File: src/design/ptp_unit_pkg.sv
// constants and register map of the event unit index and status block
package ptp_unit_pkg;
   localparam int FIRE_UNITS = 3;
   localparam int STAMP_UNITS = 2;
   localparam int ADDR_W = 12;
   localparam int DATA_W = 32;
   localparam logic [ADDR_W-1:0] OFF_INDEX = 12'h520;
   localparam logic [ADDR_W-1:0] OFF_FIRE_STAT = 12'h524;
   localparam logic [ADDR_W-1:0] OFF_IRQ_STAT = 12'h528;
   localparam logic [ADDR_W-1:0] OFF_UNIT_CTRL = 12'h52c;
   localparam logic [ADDR_W-1:0] OFF_UNIT_LAST = 12'h5b3;
   localparam logic [ADDR_W-1:0] OFF_IRQ_MASK = 12'h5c0;
   localparam int STAMP_SEL_BIT = 8;
   localparam int FIRE_SEL_LSB = 0;
   localparam int FIRE_SEL_W = 2;
   localparam logic [FIRE_SEL_W-1:0] FIRE_SEL_RSVD = 2'h3;
   localparam logic STAMP_SEL_RST = 1'h0;
   localparam logic [FIRE_SEL_W-1:0] FIRE_SEL_RST = 2'h0;
   localparam int FIRE_ERR_LSB = 16;
   localparam int FIRE_DONE_LSB = 0;
   localparam int IRQ_FIRE_LSB = 16;
   localparam int IRQ_STAMP_LSB = 0;
   localparam int CTRL_FIRE_EN_BIT = 3;
   localparam int CTRL_STAMP_IRQ_BIT = 5;
   localparam int HTRANS_ACT_BIT = 1;
   localparam logic HRESP_OKAY = 1'h0;
endpackage : ptp_unit_pkg

File: src/design/reg_req_if.sv
// register request carrier between bus port and register logic
`timescale 1ns/1ps
`default_nettype none
interface reg_req_if;
   logic wr;
   logic rd;
   logic [ptp_unit_pkg::ADDR_W-1:0] addr;
   logic [ptp_unit_pkg::DATA_W-1:0] wdata;
   logic [ptp_unit_pkg::DATA_W-1:0] rdata;
   modport port (output wr, output rd, output addr, output wdata, input rdata);
   modport regs (input wr, input rd, input addr, input wdata, output rdata);
endinterface : reg_req_if
`default_nettype wire

File: src/design/ahb_reg_port.sv
// ahb-lite slave front end producing register strobes
`timescale 1ns/1ps
`default_nettype none
module ahb_reg_port
(
   input wire logic clk_i,
   input wire logic rst_n_i,
   input wire logic hsel_i,
   input wire logic [31:0] haddr_i,
   input wire logic [1:0] htrans_i,
   input wire logic hwrite_i,
   input wire logic [2:0] hsize_i,
   input wire logic [31:0] hwdata_i,
   input wire logic hready_i,
   output logic [31:0] hrdata_o,
   output logic hreadyout_o,
   output logic hresp_o,
   reg_req_if.port bus
);
   typedef enum logic [1:0] {ST_IDLE, ST_WRITE, ST_RD_WAIT, ST_RD_DONE} phase_e;
   typedef struct packed {
      phase_e phase;
      logic [ptp_unit_pkg::ADDR_W-1:0] addr;
      logic [ptp_unit_pkg::DATA_W-1:0] rdata;
   } port_s;
   port_s s;
   port_s next_s;
   logic take;

   always_comb
   begin
      take = hsel_i && hready_i && htrans_i[ptp_unit_pkg::HTRANS_ACT_BIT];
      next_s = s;
      case (s.phase)
         ST_RD_WAIT:
         begin
            next_s.rdata = bus.rdata;
            next_s.phase = ST_RD_DONE;
         end
         default:
         begin
            next_s.phase = ST_IDLE;
            if (take)
            begin
               next_s.addr = haddr_i[ptp_unit_pkg::ADDR_W-1:0];
               next_s.phase = hwrite_i ? ST_WRITE : ST_RD_WAIT;
            end
         end
      endcase
   end

   always_ff @(posedge clk_i or negedge rst_n_i)
   begin
      if (!rst_n_i)
         s <= '{phase: ST_IDLE, addr: '0, rdata: '0};
      else
         s <= next_s;
   end

   // one wait state on reads, none on writes
   assign bus.wr = s.phase == ST_WRITE;
   assign bus.rd = s.phase == ST_RD_WAIT;
   assign bus.addr = s.addr;
   assign bus.wdata = hwdata_i;
   assign hreadyout_o = s.phase != ST_RD_WAIT;
   assign hrdata_o = s.rdata;
   assign hresp_o = ptp_unit_pkg::HRESP_OKAY;
endmodule : ahb_reg_port
`default_nettype wire

File: src/design/ptp_unit_index_gpio_status.sv
// event unit index, trigger status and interrupt status registers
`timescale 1ns/1ps
`default_nettype none
module ptp_unit_index_gpio_status
(
   input wire logic CLK_SYS_I,
   input wire logic RST_N_I,
   input wire logic HSEL_I,
   input wire logic [31:0] HADDR_I,
   input wire logic [1:0] HTRANS_I,
   input wire logic HWRITE_I,
   input wire logic [2:0] HSIZE_I,
   input wire logic [31:0] HWDATA_I,
   input wire logic HREADY_I,
   output logic [31:0] HRDATA_O,
   output logic HREADYOUT_O,
   output logic HRESP_O,
   input wire logic [ptp_unit_pkg::FIRE_UNITS-1:0] FIRE_LATE_I,
   input wire logic [ptp_unit_pkg::FIRE_UNITS-1:0] FIRE_DONE_I,
   input wire logic [ptp_unit_pkg::FIRE_UNITS-1:0] FIRE_NOTIFY_ON_I,
   input wire logic [ptp_unit_pkg::STAMP_UNITS-1:0] STAMP_EVENT_I,
   output logic UNIT_WR_O,
   output logic UNIT_RD_O,
   output logic [ptp_unit_pkg::ADDR_W-1:0] UNIT_ADDR_O,
   output logic [31:0] UNIT_WDATA_O,
   input wire logic [31:0] UNIT_RDATA_I,
   output logic STAMP_SEL_O,
   output logic [ptp_unit_pkg::FIRE_SEL_W-1:0] FIRE_SEL_O,
   output logic GLOBAL_STATUS_O,
   output logic IRQ_O
);
   localparam int NF = ptp_unit_pkg::FIRE_UNITS;
   localparam int NS = ptp_unit_pkg::STAMP_UNITS;

   typedef struct packed {
      logic stamp_sel;
      logic [ptp_unit_pkg::FIRE_SEL_W-1:0] fire_sel;
      logic [NF-1:0] fire_error;
      logic [NF-1:0] fire_done;
      logic [NF-1:0] irq_fire;
      logic [NS-1:0] irq_stamp;
      logic [NF-1:0] mask_fire;
      logic [NS-1:0] mask_stamp;
      logic [NS-1:0] stamp_irq_on;
   } regs_s;

   regs_s s;
   regs_s next_s;
   reg_req_if bus ();

   logic idx_hit;
   logic st0_hit;
   logic st1_hit;
   logic mask_hit;
   logic unit_hit;
   logic ctrl_wr;
   logic [NF-1:0] late_hit;
   logic [NF-1:0] done_hit;
   logic [NF-1:0] err_clr;
   logic [NF-1:0] done_clr;
   logic [NF-1:0] irqf_clr;
   logic [NS-1:0] stamp_hit;
   logic [NS-1:0] irqs_clr;
   logic [31:0] rd;

   ahb_reg_port i_ahb_reg_port
   (
      .clk_i(CLK_SYS_I),
      .rst_n_i(RST_N_I),
      .hsel_i(HSEL_I),
      .haddr_i(HADDR_I),
      .htrans_i(HTRANS_I),
      .hwrite_i(HWRITE_I),
      .hsize_i(HSIZE_I),
      .hwdata_i(HWDATA_I),
      .hready_i(HREADY_I),
      .hrdata_o(HRDATA_O),
      .hreadyout_o(HREADYOUT_O),
      .hresp_o(HRESP_O),
      .bus(bus.port)
   );

   // address decode
   assign idx_hit = bus.addr == ptp_unit_pkg::OFF_INDEX;
   assign st0_hit = bus.addr == ptp_unit_pkg::OFF_FIRE_STAT;
   assign st1_hit = bus.addr == ptp_unit_pkg::OFF_IRQ_STAT;
   assign mask_hit = bus.addr == ptp_unit_pkg::OFF_IRQ_MASK;
   assign unit_hit = bus.addr >= ptp_unit_pkg::OFF_UNIT_CTRL
      && bus.addr <= ptp_unit_pkg::OFF_UNIT_LAST
      && s.fire_sel != ptp_unit_pkg::FIRE_SEL_RSVD;
   assign ctrl_wr = bus.wr && unit_hit
      && bus.addr == ptp_unit_pkg::OFF_UNIT_CTRL;

   // per trigger and timestamp unit events and clears
   genvar i;
   generate
      for (i = 0; i < NF; i++)
      begin : g_fire
         assign late_hit[i] = FIRE_LATE_I[i] && FIRE_NOTIFY_ON_I[i];
         assign done_hit[i] = FIRE_DONE_I[i] && FIRE_NOTIFY_ON_I[i];
         assign err_clr[i] = ctrl_wr && s.fire_sel == 2'(i)
            && !bus.wdata[ptp_unit_pkg::CTRL_FIRE_EN_BIT];
         assign done_clr[i] = bus.wr && st0_hit
            && bus.wdata[ptp_unit_pkg::FIRE_DONE_LSB+i];
         assign irqf_clr[i] = bus.wr && st1_hit
            && bus.wdata[ptp_unit_pkg::IRQ_FIRE_LSB+i];
      end
      for (i = 0; i < NS; i++)
      begin : g_stamp
         assign stamp_hit[i] = STAMP_EVENT_I[i] && s.stamp_irq_on[i];
         assign irqs_clr[i] = bus.wr && st1_hit
            && bus.wdata[ptp_unit_pkg::IRQ_STAMP_LSB+i];
      end
   endgenerate

   always_comb
   begin
      next_s = s;
      if (bus.wr && idx_hit)
      begin
         next_s.stamp_sel = bus.wdata[ptp_unit_pkg::STAMP_SEL_BIT];
         next_s.fire_sel = bus.wdata[ptp_unit_pkg::FIRE_SEL_LSB +:
            ptp_unit_pkg::FIRE_SEL_W];
      end
      if (bus.wr && mask_hit)
      begin
         next_s.mask_fire = bus.wdata[ptp_unit_pkg::IRQ_FIRE_LSB +: NF];
         next_s.mask_stamp = bus.wdata[ptp_unit_pkg::IRQ_STAMP_LSB +: NS];
      end
      if (ctrl_wr)
         next_s.stamp_irq_on[s.stamp_sel] =
            bus.wdata[ptp_unit_pkg::CTRL_STAMP_IRQ_BIT];
      // a set in the same cycle wins over the clear
      next_s.fire_error = (s.fire_error & ~err_clr) | late_hit;
      next_s.fire_done = (s.fire_done & ~done_clr) | done_hit;
      next_s.irq_fire = (s.irq_fire & ~irqf_clr) | late_hit | done_hit;
      next_s.irq_stamp = (s.irq_stamp & ~irqs_clr) | stamp_hit;
   end

   always_ff @(posedge CLK_SYS_I or negedge RST_N_I)
   begin
      if (!RST_N_I)
      begin
         s <= '0;
         s.stamp_sel <= ptp_unit_pkg::STAMP_SEL_RST;
         s.fire_sel <= ptp_unit_pkg::FIRE_SEL_RST;
      end
      else
         s <= next_s;
   end

   // read mux, reserved bits zero
   always_comb
   begin
      rd = '0;
      if (idx_hit)
      begin
         rd[ptp_unit_pkg::STAMP_SEL_BIT] = s.stamp_sel;
         rd[ptp_unit_pkg::FIRE_SEL_LSB +: ptp_unit_pkg::FIRE_SEL_W] =
            s.fire_sel;
      end
      else if (st0_hit)
      begin
         rd[ptp_unit_pkg::FIRE_ERR_LSB +: NF] = s.fire_error;
         rd[ptp_unit_pkg::FIRE_DONE_LSB +: NF] = s.fire_done;
      end
      else if (st1_hit)
      begin
         rd[ptp_unit_pkg::IRQ_FIRE_LSB +: NF] = s.irq_fire;
         rd[ptp_unit_pkg::IRQ_STAMP_LSB +: NS] = s.irq_stamp;
      end
      else if (mask_hit)
      begin
         rd[ptp_unit_pkg::IRQ_FIRE_LSB +: NF] = s.mask_fire;
         rd[ptp_unit_pkg::IRQ_STAMP_LSB +: NS] = s.mask_stamp;
      end
      else if (unit_hit)
      begin
         rd = UNIT_RDATA_I;
         if (bus.addr == ptp_unit_pkg::OFF_UNIT_CTRL)
            rd[ptp_unit_pkg::CTRL_STAMP_IRQ_BIT] =
               s.stamp_irq_on[s.stamp_sel];
      end
   end
   assign bus.rdata = rd;

   // indexed unit access path
   assign UNIT_WR_O = bus.wr && unit_hit;
   assign UNIT_RD_O = bus.rd && unit_hit;
   assign UNIT_ADDR_O = bus.addr;
   assign UNIT_WDATA_O = bus.wdata;
   assign STAMP_SEL_O = s.stamp_sel;
   assign FIRE_SEL_O = s.fire_sel;
   assign GLOBAL_STATUS_O = |{s.irq_fire, s.irq_stamp};
   assign IRQ_O = |{s.irq_fire & s.mask_fire, s.irq_stamp & s.mask_stamp};

   chk_index_stamp_sel: assert property (
      @(posedge CLK_SYS_I) disable iff (!RST_N_I)
      bus.wr && idx_hit |=> STAMP_SEL_O == $past(bus.wdata[8]))
      else $error("stamp select not taken from index write");

   chk_index_fire_sel: assert property (
      @(posedge CLK_SYS_I) disable iff (!RST_N_I)
      bus.wr && idx_hit |=> FIRE_SEL_O == $past(bus.wdata[1:0]))
      else $error("trigger select not taken from index write");

   chk_reserved_code_quiet: assert property (
      @(posedge CLK_SYS_I) disable iff (!RST_N_I)
      FIRE_SEL_O == 2'h3 |-> !UNIT_WR_O && !UNIT_RD_O)
      else $error("unit access under reserved trigger code");

   chk_error_flag_set: assert property (
      @(posedge CLK_SYS_I) disable iff (!RST_N_I)
      late_hit != 3'h0 |=> (s.fire_error & $past(late_hit)) == $past(late_hit))
      else $error("trigger error flag not set");

   chk_error_enable_clear: assert property (
      @(posedge CLK_SYS_I) disable iff (!RST_N_I)
      err_clr != 3'h0 && late_hit == 3'h0 |=> (s.fire_error & $past(err_clr))
         == 3'h0)
      else $error("trigger error flag not cleared by enable write");

   chk_done_flag_set: assert property (
      @(posedge CLK_SYS_I) disable iff (!RST_N_I)
      done_hit != 3'h0 |=> ##1 (s.fire_done & $past(done_hit, 2)) != 3'h0
         || $past(done_clr) != 3'h0)
      else $error("trigger done flag lost");

   chk_fire_irq_raise: assert property (
      @(posedge CLK_SYS_I) disable iff (!RST_N_I)
      (late_hit | done_hit) != 3'h0 |=> GLOBAL_STATUS_O && s.irq_fire != 3'h0)
      else $error("trigger event did not raise status");

   chk_stamp_irq_gate: assert property (
      @(posedge CLK_SYS_I) disable iff (!RST_N_I)
      STAMP_EVENT_I != 2'h0 && s.stamp_irq_on == 2'h0 && s.irq_stamp == 2'h0
         |=> s.irq_stamp == 2'h0)
      else $error("disabled timestamp unit raised status");

   chk_status_w1c: assert property (
      @(posedge CLK_SYS_I) disable iff (!RST_N_I)
      bus.wr && st1_hit && bus.wdata == 32'hffffffff && STAMP_EVENT_I == 2'h0
         && FIRE_LATE_I == 3'h0 && FIRE_DONE_I == 3'h0
         |=> !GLOBAL_STATUS_O)
      else $error("interrupt status not cleared by write");

   chk_irq_masked: assert property (
      @(posedge CLK_SYS_I) disable iff (!RST_N_I)
      s.mask_fire == 3'h0 && s.mask_stamp == 2'h0 |-> !IRQ_O)
      else $error("interrupt line high while all masked");

   chk_route_write: assert property (
      @(posedge CLK_SYS_I) disable iff (!RST_N_I)
      bus.wr && bus.addr >= ptp_unit_pkg::OFF_UNIT_CTRL
         && bus.addr <= ptp_unit_pkg::OFF_UNIT_LAST
         && FIRE_SEL_O != ptp_unit_pkg::FIRE_SEL_RSVD
         |-> UNIT_WR_O && UNIT_ADDR_O == bus.addr)
      else $error("indexed write not routed to selected units");

   chk_route_read: assert property (
      @(posedge CLK_SYS_I) disable iff (!RST_N_I)
      bus.rd && bus.addr >= ptp_unit_pkg::OFF_UNIT_CTRL
         && bus.addr <= ptp_unit_pkg::OFF_UNIT_LAST
         && FIRE_SEL_O != ptp_unit_pkg::FIRE_SEL_RSVD
         |-> UNIT_RD_O && UNIT_ADDR_O == bus.addr)
      else $error("indexed read not routed to selected units");

   chk_strobe_in_range: assert property (
      @(posedge CLK_SYS_I) disable iff (!RST_N_I)
      UNIT_WR_O || UNIT_RD_O |-> UNIT_ADDR_O >= ptp_unit_pkg::OFF_UNIT_CTRL
         && UNIT_ADDR_O <= ptp_unit_pkg::OFF_UNIT_LAST)
      else $error("unit strobe outside indexed range");

   chk_error_needs_event: assert property (
      @(posedge CLK_SYS_I) disable iff (!RST_N_I)
      (s.fire_error & ~$past(s.fire_error)
         & ~$past(FIRE_LATE_I & FIRE_NOTIFY_ON_I)) == 3'h0)
      else $error("trigger error flag set without late event");

   chk_error_holds: assert property (
      @(posedge CLK_SYS_I) disable iff (!RST_N_I)
      ($past(s.fire_error) & ~s.fire_error) != 3'h0
         |-> $past(bus.wr && bus.addr == ptp_unit_pkg::OFF_UNIT_CTRL
         && !bus.wdata[ptp_unit_pkg::CTRL_FIRE_EN_BIT]))
      else $error("trigger error flag cleared without enable write");

   chk_done_needs_event: assert property (
      @(posedge CLK_SYS_I) disable iff (!RST_N_I)
      (s.fire_done & ~$past(s.fire_done)
         & ~$past(FIRE_DONE_I & FIRE_NOTIFY_ON_I)) == 3'h0)
      else $error("trigger done flag set without done event");

   chk_done_w1c: assert property (
      @(posedge CLK_SYS_I) disable iff (!RST_N_I)
      bus.wr && st0_hit && done_hit == 3'h0 |=> (s.fire_done
         & $past(bus.wdata[ptp_unit_pkg::FIRE_DONE_LSB +: NF])) == 3'h0)
      else $error("trigger done flag not cleared by write one");

   chk_fire_irq_needs_event: assert property (
      @(posedge CLK_SYS_I) disable iff (!RST_N_I)
      (s.irq_fire & ~$past(s.irq_fire)
         & ~$past((FIRE_LATE_I | FIRE_DONE_I) & FIRE_NOTIFY_ON_I)) == 3'h0)
      else $error("trigger interrupt status set without event");

   chk_stamp_irq_needs_event: assert property (
      @(posedge CLK_SYS_I) disable iff (!RST_N_I)
      (s.irq_stamp & ~$past(s.irq_stamp)
         & ~$past(STAMP_EVENT_I & s.stamp_irq_on)) == 2'h0)
      else $error("timestamp interrupt status set without enabled event");

   chk_global_or: assert property (
      @(posedge CLK_SYS_I) disable iff (!RST_N_I)
      GLOBAL_STATUS_O == (s.irq_fire != 3'h0 || s.irq_stamp != 2'h0))
      else $error("global status differs from status bits");

   chk_status_clear_by_write: assert property (
      @(posedge CLK_SYS_I) disable iff (!RST_N_I)
      ($past(s.irq_fire) & ~s.irq_fire) != 3'h0
         || ($past(s.irq_stamp) & ~s.irq_stamp) != 2'h0
         |-> $past(bus.wr && st1_hit))
      else $error("interrupt status cleared without status write");

   chk_stamp_enable_index: assert property (
      @(posedge CLK_SYS_I) disable iff (!RST_N_I)
      ctrl_wr |=> s.stamp_irq_on[$past(s.stamp_sel)]
         == $past(bus.wdata[ptp_unit_pkg::CTRL_STAMP_IRQ_BIT]))
      else $error("timestamp interrupt enable not written to selected unit");

   chk_index_rsvd_zero: assert property (
      @(posedge CLK_SYS_I) disable iff (!RST_N_I)
      bus.rd && idx_hit |=> (HRDATA_O & 32'hfffffefc) == 32'h0)
      else $error("reserved index bits read nonzero");

   chk_fire_stat_rsvd_zero: assert property (
      @(posedge CLK_SYS_I) disable iff (!RST_N_I)
      bus.rd && st0_hit |=> (HRDATA_O & 32'hfff8fff8) == 32'h0)
      else $error("reserved trigger status bits read nonzero");

   chk_irq_stat_rsvd_zero: assert property (
      @(posedge CLK_SYS_I) disable iff (!RST_N_I)
      bus.rd && st1_hit |=> (HRDATA_O & 32'hfff8fffc) == 32'h0)
      else $error("reserved interrupt status bits read nonzero");

   chk_unmapped_read_zero: assert property (
      @(posedge CLK_SYS_I) disable iff (!RST_N_I)
      bus.rd && !idx_hit && !st0_hit && !st1_hit && !mask_hit && !unit_hit
         |=> HRDATA_O == 32'h0)
      else $error("unmapped or blocked read returned data");

   chk_irq_unmasked: assert property (
      @(posedge CLK_SYS_I) disable iff (!RST_N_I)
      (s.irq_fire & s.mask_fire) != 3'h0
         || (s.irq_stamp & s.mask_stamp) != 2'h0 |-> IRQ_O)
      else $error("interrupt line low with unmasked status set");
endmodule : ptp_unit_index_gpio_status
`default_nettype wire

File: config.mk
export PLATFORM = sky130hd
export DESIGN_NAME = ptp_unit_index_gpio_status
export DESIGN_NICKNAME = d
export VERILOG_FILES = /design/src/design/ptp_unit_pkg.sv /design/src/design/reg_req_if.sv /design/src/design/ahb_reg_port.sv /design/src/design/ptp_unit_index_gpio_status.sv
export SDC_FILE = /design/constraint.sdc
export NUM_CORES = 1
export LEC_CHECK = 0
export BUFFER_PORTS_ARGS = -buffer_cell sky130_fd_sc_hd__buf_2
export CAP_MARGIN = 30
export CORE_MARGIN = 1
export CORE_UTILIZATION = 40
export DETAILED_ROUTE_END_ITERATION = 8
export PLACE_DENSITY = 0.72
export SYNTH_ARGS = -nofsm -noshare
export SYNTH_HDL_FRONTEND = slang
export SYNTH_SLANG_ARGS = --single-unit
File: constraint.sdc
create_clock -name CLK_SYS_I -period 2.15 [get_ports CLK_SYS_I]
set_input_delay 0.215 -clock CLK_SYS_I [delete_from_list [all_inputs] [get_ports CLK_SYS_I]]
set_output_delay 0.215 -clock CLK_SYS_I [all_outputs]
set_load 0.02 [all_outputs]
==> Yosys cells after proc, flatten, opt, wreduce, memory -nomap -nowiden <==
Cells that the tools add are included.
{ "op_classes": {"magnitude_cmp": 4, "eq_ne": 11, "mux": 26, "bitwise_logic": 16, "n_reduce_logical": 39} }
{ "ops": {"columns": ["operator", "count"], "rows": [
  ["equality test 12 x 11 -> 1 bit (second input constant)", 5],
  ["two-way mux 13 bit", 4],
  ["two-way mux 14 bit", 3],
  ["logical AND 1 bit", 34],
  ["two-way mux 32 bit", 1],
  ["two-way mux 23 bit", 1],
  ["bitwise AND 3 bit", 4],
  ["greater-or-equal comparator 12 x 11 -> 1 bit (second input constant)", 1],
  ["<= comparator 12 x 11 -> 1 bit (second input constant)", 1],
  ["two-way mux 3 bit", 4],
  ["bitwise OR 3 bit", 4],
  ["two-way mux 2 bit", 5],
  ["OR reduction 5 bit", 2],
  ["inverter 3 bit", 3],
  ["two-way mux 6 bit", 1],
  ["two-way mux 1 bit", 5],
  ["bitwise AND 2 bit", 2],
  ["equality test 2 x 1 -> 1 bit (second input constant)", 2],
  ["equality test 2 bit (second input constant)", 2],
  ["inequality test 2 bit (second input constant)", 2],
  ["bitwise mux 2 bit", 1],
  ["logical NOT 2 bit", 1],
  ["less-than comparator 1 x 2 -> 1 bit (second input constant)", 1],
  ["inverter 2 bit", 1],
  ["other kinds (6)", 6]
]} }
{ "totals": {"regBits": 67, "output_inout_bits": 85, "word_cells": 108} }

==> Longest topological paths before layout <==
Gate-level depths: netlist of run 1.
{ "depth": {"depth_word": 10, "ltp_mapped": 7, "ltp_nobuf": 5} }

==> Hierarchy <==
Synthesis of run 1 repeated with hierarchy kept, for this count alone.
{ "unflattened": {"hier_cells": 422, "hier_area_um2": 3982.6} }
{ "by_module_without_submodules": {"columns": ["module", "n_inst", "cells_each", "area_each_um2"], "rows": [
  ["ahb_reg_port", 1, 248, 2394.8],
  ["ptp_unit_index_gpio_status", 1, 174, 1587.8]
]} }

==> Worst setup path before layout of run 1 <==
Ideal clock, no wire load.
{ "synth_timing": {"path_type": "register to register", "startpoint": "register i_ahb_reg_port.s (netlist bit i_ahb_reg_port.bus.addr[11])", "endpoint": "register s[1] (netlist name)", "setup_ns": 0.127, "arrival_ns": 1.691, "setup_slack_ns": 0.331, "stages_incl_launch_ff": 6, "period_less_slack_ns": 1.819, "cell_sequence": "dfrtp_1 > and4bb_4 > o211ai_2 > nor3_4 > nand3_1 > mux2_1"} }
{ "synth_via": {"elab_chain_cells": 5, "word_cells_on_any_way": 7, "cone_classes": "2 x order compare; 1 x eq/ne; 4 x reduce/logical"} }
{ "synth_rtl": {"columns": ["element", "line", "text"], "rows": [
  ["start: declaration", "ahb_reg_port.sv:26", "port_s s;"],
  ["start signal: assignment", "ahb_reg_port.sv:55", "s <= '{phase: ST_IDLE, addr: '0, rdata: '0};"],
  ["start signal: assignment", "ahb_reg_port.sv:57", "s <= next_s;"],
  ["greater-or-equal comparator 12 x 11 -> 1 bit or <= comparator 12 x 11 -> 1 bit (tied branches)", "ptp_unit_index_gpio_status.sv:88, ptp_unit_index_gpio_status.sv:89", null],
  ["logical AND 1 bit *", "ptp_unit_index_gpio_status.sv:89", "&& bus.addr <= ptp_unit_pkg::OFF_UNIT_LAST"],
  ["logical AND 1 bit *", "ptp_unit_index_gpio_status.sv:90", "&& s.fire_sel != ptp_unit_pkg::FIRE_SEL_RSVD;"],
  ["logical AND 1 bit *", null, null],
  ["via UNIT_WR_O", "ptp_unit_index_gpio_status.sv:22", "output logic UNIT_WR_O,"],
  ["logical AND 1 bit *", "ptp_unit_index_gpio_status.sv:92", "&& bus.addr == ptp_unit_pkg::OFF_UNIT_CTRL;"],
  ["end signal: assignment", "ptp_unit_index_gpio_status.sv:149", "s <= next_s;"],
  ["end: declaration", "ptp_unit_index_gpio_status.sv:47", "regs_s s;"]
]} }
Mark *: on every way through the listed nets, which the timed path passes. The rest lies on a longest branch.
A chain may end at the register's enable or synchronous reset.

==> Worst setup path after layout of run 1 <==
{ "layout_timing": {"startpoint": "register i_ahb_reg_port.s (netlist bit i_ahb_reg_port.bus.addr[7])", "endpoint": "output UNIT_RD_O"} }
{ "layout_via": {"elab_chain_cells": 4, "word_cells_on_any_way": 5, "cone_classes": "2 x order compare; 3 x reduce/logical"} }
{ "layout_rtl": {"columns": ["element", "line", "text"], "rows": [
  ["greater-or-equal comparator 12 x 11 -> 1 bit or <= comparator 12 x 11 -> 1 bit (tied branches)", "ptp_unit_index_gpio_status.sv:88, ptp_unit_index_gpio_status.sv:89", null],
  ["logical AND 1 bit *", "ptp_unit_index_gpio_status.sv:89", null],
  ["logical AND 1 bit *", "ptp_unit_index_gpio_status.sv:90", null],
  ["logical AND 1 bit *", "ptp_unit_index_gpio_status.sv:189", "assign UNIT_RD_O = bus.rd && unit_hit;"],
  ["end: declaration", "ptp_unit_index_gpio_status.sv:23", "output logic UNIT_RD_O,"]
]} }
Mark *: on every way between the ends. The rest lies on a longest branch, timed or not.

==> results.cfg, run 1 <==
[place]
routabilityCongestion = 0.876
io_buffers = 130
dp_hpwl_mm = 6.60
preCtsSetupSlack_ns = 0.115
placed_area_sq_um = 3950

[sta]
setup_slack_ns = 0.109
finalSetupTns_ns = 0
drv_slew = 0
skew_ns = 0.00768
setup_viol = 0
rsz0062_at_grt = false
min_period_over_period = 0.949
hold_violations = 0
fin_crit_ns = 2.04
fmax_mhz = 490

[yosys]
ys_warn_count = 0
ys_seq_area_frac = 0.454
yosys.area_share.simple = 0.193
synth.area.mux_share = 0.0698
synth_top_family_by_area = simple AND/OR/NAND/NOR gates
synth_edf_count = 0
synth-seq-cells = 67
synth.avg_cell_area_sq_um = 9.79
synth_compound_area_frac = 0.0980
async_reset_ff_frac = 1.00
synth-main-ff-cell = dfrtp_1
syn-num-nets = 494
netlist-cell-type-count = 47
syn-cell-area_sq_um = 3690
synthAdderAreaFrac = 0
syn_inst = 377
synthXorXnorAreaFrac = 0

[worst_setup_path]
r2r_cells = 5
worst_r2r_endpoint = s[16]
crit_required_ns = 1.93
cp.arrival_ns = 1.83
cp_max_fo = 7
reg2reg_slack_ns = 0.19
critPathKind = flop to primary output
start_kind = flop
critPathCaptureType = primary output
reg2reg_from = i_ahb_reg_port.bus.addr[4]

[min_path]
worst_hold_path_type = input port to flop
hold_depth = 2
hp-start = HWRITE_I
min_to = i_ahb_reg_port.s[45]

[global_route]
track_usage = 0.184
grt_pass1_vias = 2754
grt_pass1_wl_mm = 13.6
grt_antenna_before_repair = 0
grt_max_degree = 26
overflow = 0

[floorplanning]
die-area_sq_um = 9620
start_util = 0.417
rows = 34
design.core.area_sq_um = 8850
fp.dieW_um = 98.1
ios = 202
dieHeight_um = 98.1

[power]
ir_drop_v = 0.000253
power_density_nw_per_um2 = 887
p_total_mw = 3.69
p_leak_nw = 2.24

[clock_network]
cts_sinks = 67
clk_pin_slew_worst_paths_ns = 0.07
numCtsBuffers = 9
root_buffer = clkbuf_8
cts_tree = built
clkLatencyLatePin_ns = 0.34
clockBufferDepth = 2
post_cts_buffers = 0
h-tree-depth = 3

[finish]
final_cell_area_sq_um = 4170
final_nets = 560
drive_gt1_frac = 0.424
area_growth_pct = 12.9
n_antenna_cell = 0
fillerInstances = 845
fin_util = 0.471

[drt]
first_pass_iters = 7
routed_wl_mm = 8.61
drtAntennaViolNets = 0
wl_per_cell_um = 15.5
drc_errors = 12
vias_per_cell = 5.10
dr.first_iter.drc_count = 170
vias = 2836

[job]
drv_cap = 0

[run_status]
violations = DRC
outcome = finished, violations left
## worst max-delay path, cell delays in order (launching register included)
cell and delay [ns]:
dfrtp_1 0.47, a22oi_1 0.26, o211ai_2 0.20, nor3_1 0.32, buf_2 0.23
## layout by cell type, fill, tap and decap left out, types with 2 or more instances in the layout
cell	synthesis	layout
buf_2	5	130
nand2_1	69	69
dfrtp_1	67	67
nand3_1	27	27
buf_4	79	15
o21ai_0	11	11
mux2_2	11	11
clkbuf_8	0	10
nor2_1	10	9
a22o_1	9	9
inv_1	9	9
o21ai_1	7	7
mux2_1	7	7
o41ai_1	5	5
and2_1	5	5
a211oi_1	5	5
nor3_1	4	4
a21o_1	3	3
a21oi_1	3	3
mux2_4	3	3
nand4_2	2	2
a22oi_1	2	2
nor4b_1	2	2
and3_1	2	2
clkinvlp_4	0	2
clkinv_2	0	2
## sequential cells by signal (all words and copies together), names as in the netlist
name                     flops
s                           18
FIRE_SEL_O                   2
STAMP_SEL_O                  1
i_ahb_reg_port.s             2
i_ahb_reg_port.bus.addr     12
i_ahb_reg_port.hrdata_o     32
## worst max-delay path by stage
stage                                      from                     endpoint  cells past startpoint
floorplan           i_ahb_reg_port.bus.addr[11]                         s[1]                      5
global placement     i_ahb_reg_port.bus.addr[7]   i_ahb_reg_port.hrdata_o[7]                      6
detailed placement   i_ahb_reg_port.bus.addr[7]  i_ahb_reg_port.hrdata_o[27]                      6
CTS                  i_ahb_reg_port.bus.addr[7]  i_ahb_reg_port.hrdata_o[27]                      6
global route         i_ahb_reg_port.bus.addr[6]                    UNIT_RD_O                      4
finish               i_ahb_reg_port.bus.addr[7]                    UNIT_RD_O                      4
## stage by stage
| step | cells | hold slack, ns |
|---|---|---|
| 3_5_place_dp | 539 | 0.178 |
| 6_report | 556 | 0.0710 |
| 4_1_cts | 556 | 0.0548 |
| 3_3_place_gp | 539 | 0.172 |
| 5_1_grt | 556 | 0.0692 |
| 2_1_floorplan | 377 | -0.0806 |
## final cells by class
type	instances	area, sq um	area share
repair buffers	146	773	0.186
clock inverters	6	63.8	0.0153
well taps	108	135	0.0324
multi-input cells	210	1350	0.323
clock buffers	10	138	0.0330
inverters	9	33.8	0.00811
flip-flops and latches	67	1680	0.402
## layer usage
metal  track usage  routed length [um]  vias to the layer above
li1              -                   -                     1347
met1         0.220                3690                     1373
met2         0.313                4290                      102
met3        0.0487                 508                       14
met4        0.0769                 128                        0
met5             0                   0                        -
## cells in the mapped netlist, types with 2 or more instances
master	count	area [sq um]
a211oi_1	5	37.5
a21o_1	3	22.5
a21oi_1	3	15.0
a22o_1	9	78.8
a22oi_1	2	15.0
and2_1	5	31.3
and3_1	2	12.5
buf_1	2	7.51
buf_2	5	25.0
buf_4	79	593
clkbuf_1	5	18.8
dfrtp_1	67	1680
inv_1	9	33.8
mux2_1	7	78.8
mux2_2	11	124
mux2_4	3	45.0
nand2_1	69	259
nand3_1	27	135
nand4_2	2	25.0
nor2_1	10	37.5
nor2b_1	2	12.5
nor3_1	4	20.0
nor4b_1	2	17.5
o21ai_0	11	55.1
o21ai_1	7	35.0
o41ai_1	5	43.8
## logic make-up after synthesis
logic type,after synthesis
simple gates,137
buf+inv,100
flops,67
compound gates,50
mux,22
other cells,1
## repair_timing
item,4_1_cts,5_1_grt
hold buffers,1,0
setup endpoints to repair,0,19
hold endpoints to repair,18,0
gates resized for setup,0,1
## where the power goes
part	internal (mW)	leakage, nW	switching (mW)
clock network	0.567	0.0987	0.493
logic	0.393	1.32	0.659
registers	1.42	0.824	0.158
total	2.38	2.24	1.31
(Power assumes the default switching activity.)
==> run 2: changes to the inputs <==
--- a/config.mk
+++ b/config.mk
@@ -7,7 +7,7 @@
 export LEC_CHECK = 0
 export BUFFER_PORTS_ARGS = -buffer_cell sky130_fd_sc_hd__buf_2
 export CAP_MARGIN = 30
-export CORE_MARGIN = 1
+export CORE_MARGIN = 1.5
 export CORE_UTILIZATION = 40
 export DETAILED_ROUTE_END_ITERATION = 8
 export PLACE_DENSITY = 0.72
==> run 2 against run 1 <==
Effect of this change: the run now ends clean; flip-flop and latch count stayed put; final cell count is 0.18% lower; maximum frequency decreased by 0.77%; cell area fell by 0.36%; global-route usage decreased by 0.069 points; combinational power about the same; setup slack got worse by 0.016 ns; clock skew up 0.0037 ns; core utilization down 0.17 points; sequential power hardly changed.
==> results.cfg, run 2 (synthesis results as in run 1) <==
[clock_network]
clk_pin_slew_worst_paths_ns = 0.08
numCtsBuffers = 9
h-tree-depth = 3
clockBufferDepth = 2
cts_sinks = 67
clkLatencyLatePin_ns = 0.35
cts_hold_buf = 0
root_buffer = clkbuf_8
cts_tree = built

[sta]
slew_headroom = 0.446
finalSetupTns_ns = 0
rsz0062_at_grt = false
drv_slew = 0
hold_violations = 0
worstMarginPinSlew_ns = 0.832
fin_crit_ns = 2.06
whs_ns = 0.0498
min_period_over_period = 0.957
fmax_mhz = 486
skew_ns = 0.0114
setup_viol = 0

[place]
routabilityCongestion = 0.827
dp_hpwl_mm = 6.53
io_buffers = 130

[worst_setup_path]
start_kind = flop
cp_max_fo = 7
reg2reg_slack_ns = 0.21
crit_required_ns = 1.93
critPathCaptureType = primary output
cp.arrival_ns = 1.84
critPathKind = flop to primary output

[drt]
vias_per_cell = 5.01
dr.first_iter.drc_count = 130
wl_per_cell_um = 15.5
drtAntennaViolNets = 0
drc_errors = 0
first_pass_iters = 4
vias = 2780
routed_wl_mm = 8.61

[finish]
final_common_cell = buf_2
largest_reg_flops = 32
area_growth_pct = 12.5
final_nets = 558
final_cell_mix = buf_2, nand2_1, dfrtp_1
fillerInstances = 841
drive_gt1_frac = 0.426

[run_status]
outcome = finished clean

[job]
drv_cap = 0

[floorplanning]
dieHeight_um = 99.1
fp.dieW_um = 99.1
start_util = 0.417
die-area_sq_um = 9810
rows = 34
ios = 202
design.core.area_sq_um = 8850

[power]
power_density_nw_per_um2 = 888
p_total_mw = 3.68
p_leak_nw = 2.23
ir_drop_v = 0.000293

[global_route]
grt_pass1_wl_mm = 13.8
track_usage = 0.183
grt_antenna_before_repair = 1
overflow = 0
grt_max_degree = 68
grt_pass1_vias = 2768

[min_path]
worst_hold_path_type = input port to asynchronous set/reset pin
## run 2: worst paths after layout
kind | from | endpoint | cells after the start
worst max-delay path | i_ahb_reg_port.bus.addr[11] | UNIT_WR_O | 4
worst max register to register | i_ahb_reg_port.bus.addr[6] | s[1] | 5
max in group asynchronous | RST_N_I | FIRE_SEL_O[1] | 2
min in group CLK_SYS_I | HWRITE_I | i_ahb_reg_port.s[45] | 2
worst min-delay path | RST_N_I | i_ahb_reg_port.bus.addr[11] | 2
worst min register to register | i_ahb_reg_port.hrdata_o[12] | i_ahb_reg_port.hrdata_o[12] | 2
## run 2: area by class of cell
cell class	instances	area (sq um)	area share
clock buffers	10	138	0.0332
repair buffers	144	756	0.182
well taps	108	135	0.0325
clock inverters	6	63.8	0.0154
diodes	1	2.50	0.000603
flip-flops and latches	67	1680	0.404
multi-input cells	210	1350	0.324
inverters	9	33.8	0.00814
## run 2: per-layer routing
metal / global-route usage / part of all wire / vias up
met4: 0.105 / 0.030 / 0
li1: - / - / 1336
met1: 0.222 / 0.41 / 1325
met3: 0.0348 / 0.053 / 27
met5: 0 / 0 / -
met2: 0.305 / 0.50 / 92
## run 2: metrics by stage
stage,setup slack (ns),std cells,util,area (sq um)
floorplan,0.331,377,-,3690
global placement,0.265,538,0.446,3940
detailed placement,0.232,538,0.446,3940
CTS,0.00516,554,0.468,4140
global route,0.00526,555,0.469,4150
finish,0.0929,555,0.469,4150
## run 2: power breakdown
group	total, mW	leakage (nW)	internal (mW)	switching [mW]
Clock	1.07	0.0987	0.566	0.499
Sequential	1.57	0.824	1.42	0.151
Combinational	1.05	1.31	0.386	0.660
Total	3.68	2.23	2.38	1.31
## run 2: worst max-delay path, stage by stage, from the launching register on
cell,delay (ns)
dfrtp_1,0.39
and4bb_4,0.43
o211ai_2,0.17
nor3_4,0.27
buf_2,0.23
## run 2: repair_timing
action,in CTS,in global routing
endpoints found under the setup margin,0,2
gates resized for setup,0,1
buffers inserted,0,0
==> run 3: changes to the inputs <==
--- a/config.mk
+++ b/config.mk
@@ -7,6 +7,7 @@
 export LEC_CHECK = 0
 export BUFFER_PORTS_ARGS = -buffer_cell sky130_fd_sc_hd__buf_2
 export CAP_MARGIN = 30
+export CORE_ASPECT_RATIO = 0.7
 export CORE_MARGIN = 1.5
 export CORE_UTILIZATION = 40
 export DETAILED_ROUTE_END_ITERATION = 8
==> run 3 against run 2 <==
Effect of this change: register-to-register slack got worse by 0.03 ns; final cell count grew 1.8%; clock-buffer cell count grew 2; critical path depth did not move; die area is essentially flat; critical path type unchanged; critical endpoint unchanged; largest cell class unchanged; highest routed layer unchanged.
==> results.cfg, run 3 (synthesis results as in run 1) <==
[global_route]
grt_pass1_vias = 2690
overflow = 0
grt_max_degree = 35
grt_pass1_wl_mm = 13.9
grt_antenna_before_repair = 0
track_usage = 0.185

[drt]
vias_per_cell = 4.90
wl_per_cell_um = 15.2
drc_errors = 0
routed_wl_mm = 8.61
vias = 2771
dr.first_iter.drc_count = 203
first_pass_iters = 4
drtAntennaViolNets = 0

[clock_network]
post_cts_buffers = 0
clkLatencyLatePin_ns = 0.32
clockBufferDepth = 2
cts_sinks = 67
clk_pin_slew_worst_paths_ns = 0.05
cts_tree = built
numCtsBuffers = 9
root_buffer = clkbuf_16
h-tree-depth = 3

[sta]
rsz0062_at_grt = false
worstMarginPinSlew_ns = 0.638
skew_ns = 0.00768
setup_viol = 0
drv_slew = 0
slew_headroom = 0.575
fin_crit_ns = 2.00
min_period_over_period = 0.932
fmax_mhz = 499
hold_violations = 0
finalSetupTns_ns = 0

[worst_setup_path]
critPathKind = flop to primary output
start_kind = flop
cp_max_fo = 7
crit_required_ns = 1.93
cp.arrival_ns = 1.79
crit_chain = and4bb_4, o211ai_2, nor3_4, buf_2
cp_slowest_cell = and4bb_4
critPathCaptureType = primary output
cpPeakStageDelay_ns = 0.43

[job]
drv_cap = 0

[power]
internal_power_mw = 2.69
power_frac_clock = 0.344
power_frac_seq = 0.395
power_frac_comb = 0.261
p_total_mw = 4.01
swShare = 0.328
power_density_nw_per_um2 = 945
switchingPower_mw = 1.31
p_leak_nw = 2.25
ir_drop_v = 0.000430

[run_status]
outcome = finished clean

[finish]
largest_reg_flops = 32
n_antenna_cell = 0
drive_gt1_frac = 0.410
final_cell_mix = buf_2, nand2_1, dfrtp_1
final_common_cell = buf_2
area_growth_pct = 14.9
layoutNonFillerInstCount = 565
final_nets = 554

[floorplanning]
design.core.area_sq_um = 9000
dieHeight_um = 83.4
rows = 29
ios = 202
fp.dieW_um = 118
die-area_sq_um = 9820
start_util = 0.410

[place]
dp_hpwl_mm = 6.65
io_buffers = 130
routabilityCongestion = 0.848
post-place-cells = 549

[min_path]
worst_hold_path_type = input port to flop
-- run 3: cell count changes in the layout (fill, tap and decap cells not counted), moves of 2 or more --
| cell | previous run | this run |
|---|---|---|
| clkbuf_8 | 10 | 0 |
| clkinvlp_4 | 2 | 0 |
| buf_12 | 0 | 2 |
| clkbuf_16 | 0 | 9 |
| buf_4 | 14 | 7 |
| clkbuf_1 | 0 | 3 |
-- run 3: stage by stage --
stage | worst slack [ns] | util | hold WS (ns) | cell area, sq um
after floorplan | 0.331 | - | -0.0806 | 3690
after global placement | 0.266 | 0.439 | 0.279 | 3950
after detailed placement | 0.205 | 0.439 | 0.279 | 3950
after CTS | 0.0554 | 0.471 | 0.0809 | 4240
after global routing | 0.0464 | 0.471 | 0.108 | 4240
final | 0.145 | 0.471 | 0.0965 | 4240
-- run 3: final timing paths --
kind / slack [ns] / endpoint / cells past startpoint / start
worst min-delay path: 0.1 / i_ahb_reg_port.bus.addr[2] / 3 / HADDR_I[2]
min in group asynchronous: 0.46 / i_ahb_reg_port.bus.addr[3] / 2 / RST_N_I
worst min register to register: 0.46 / i_ahb_reg_port.hrdata_o[20] / 2 / i_ahb_reg_port.hrdata_o[20]
max in group asynchronous: 1.07 / i_ahb_reg_port.bus.addr[4] / 3 / RST_N_I
worst max register to register: 0.18 / i_ahb_reg_port.hrdata_o[1] / 6 / i_ahb_reg_port.bus.addr[6]
worst max-delay path: 0.15 / UNIT_WR_O / 4 / i_ahb_reg_port.bus.addr[11]
-- run 3: final cells by class --
type / instances / area, sq um
Tap cell: 124 / 155
Fill cell: 889 / 4760
Sequential cell: 67 / 1680
Clock inverter: 3 / 40.0
Timing Repair Buffer: 140 / 753
Clock buffer: 12 / 236
Inverter: 9 / 33.8
Multi-Input combinational cell: 210 / 1350
-- run 3: per-layer routing --
metal,wire length (um),GRT usage,vias up
met4,99,0.0576,0
met1,3940,0.251,1326
met2,3950,0.280,105
li1,-,-,1330
met3,615,0.0604,10
met5,0,0,-
-- run 3: repair_timing --
action | CTS | global route
hold endpoints to repair | 25 | 0
setup endpoints to repair | 0 | 1
gates resized for setup | 0 | 1
hold buffers | 1 | 0
-- run 3: power groups by stage --
stage | Clock [mW] | Sequential [mW] | Combinational (mW)
finish | 1.38 | 1.58 | 1.05
global route | 1.48 | 1.61 | 1.13
CTS | 1.43 | 1.58 | 1.06
detailed placement | 0 | 1.60 | 1.05
global placement | 0 | 1.59 | 1.03
floorplan | 0 | 1.57 | 0.931
-- run 3: worst max-delay path: cells and delay by family (launching register included) --
| family | cells | cell delay, ns |
|---|---|---|
| flops | 1 | 0.38 |
| buf+inv | 1 | 0.22 |
| simple gates | 2 | 0.69 |
| compound gates | 1 | 0.17 |
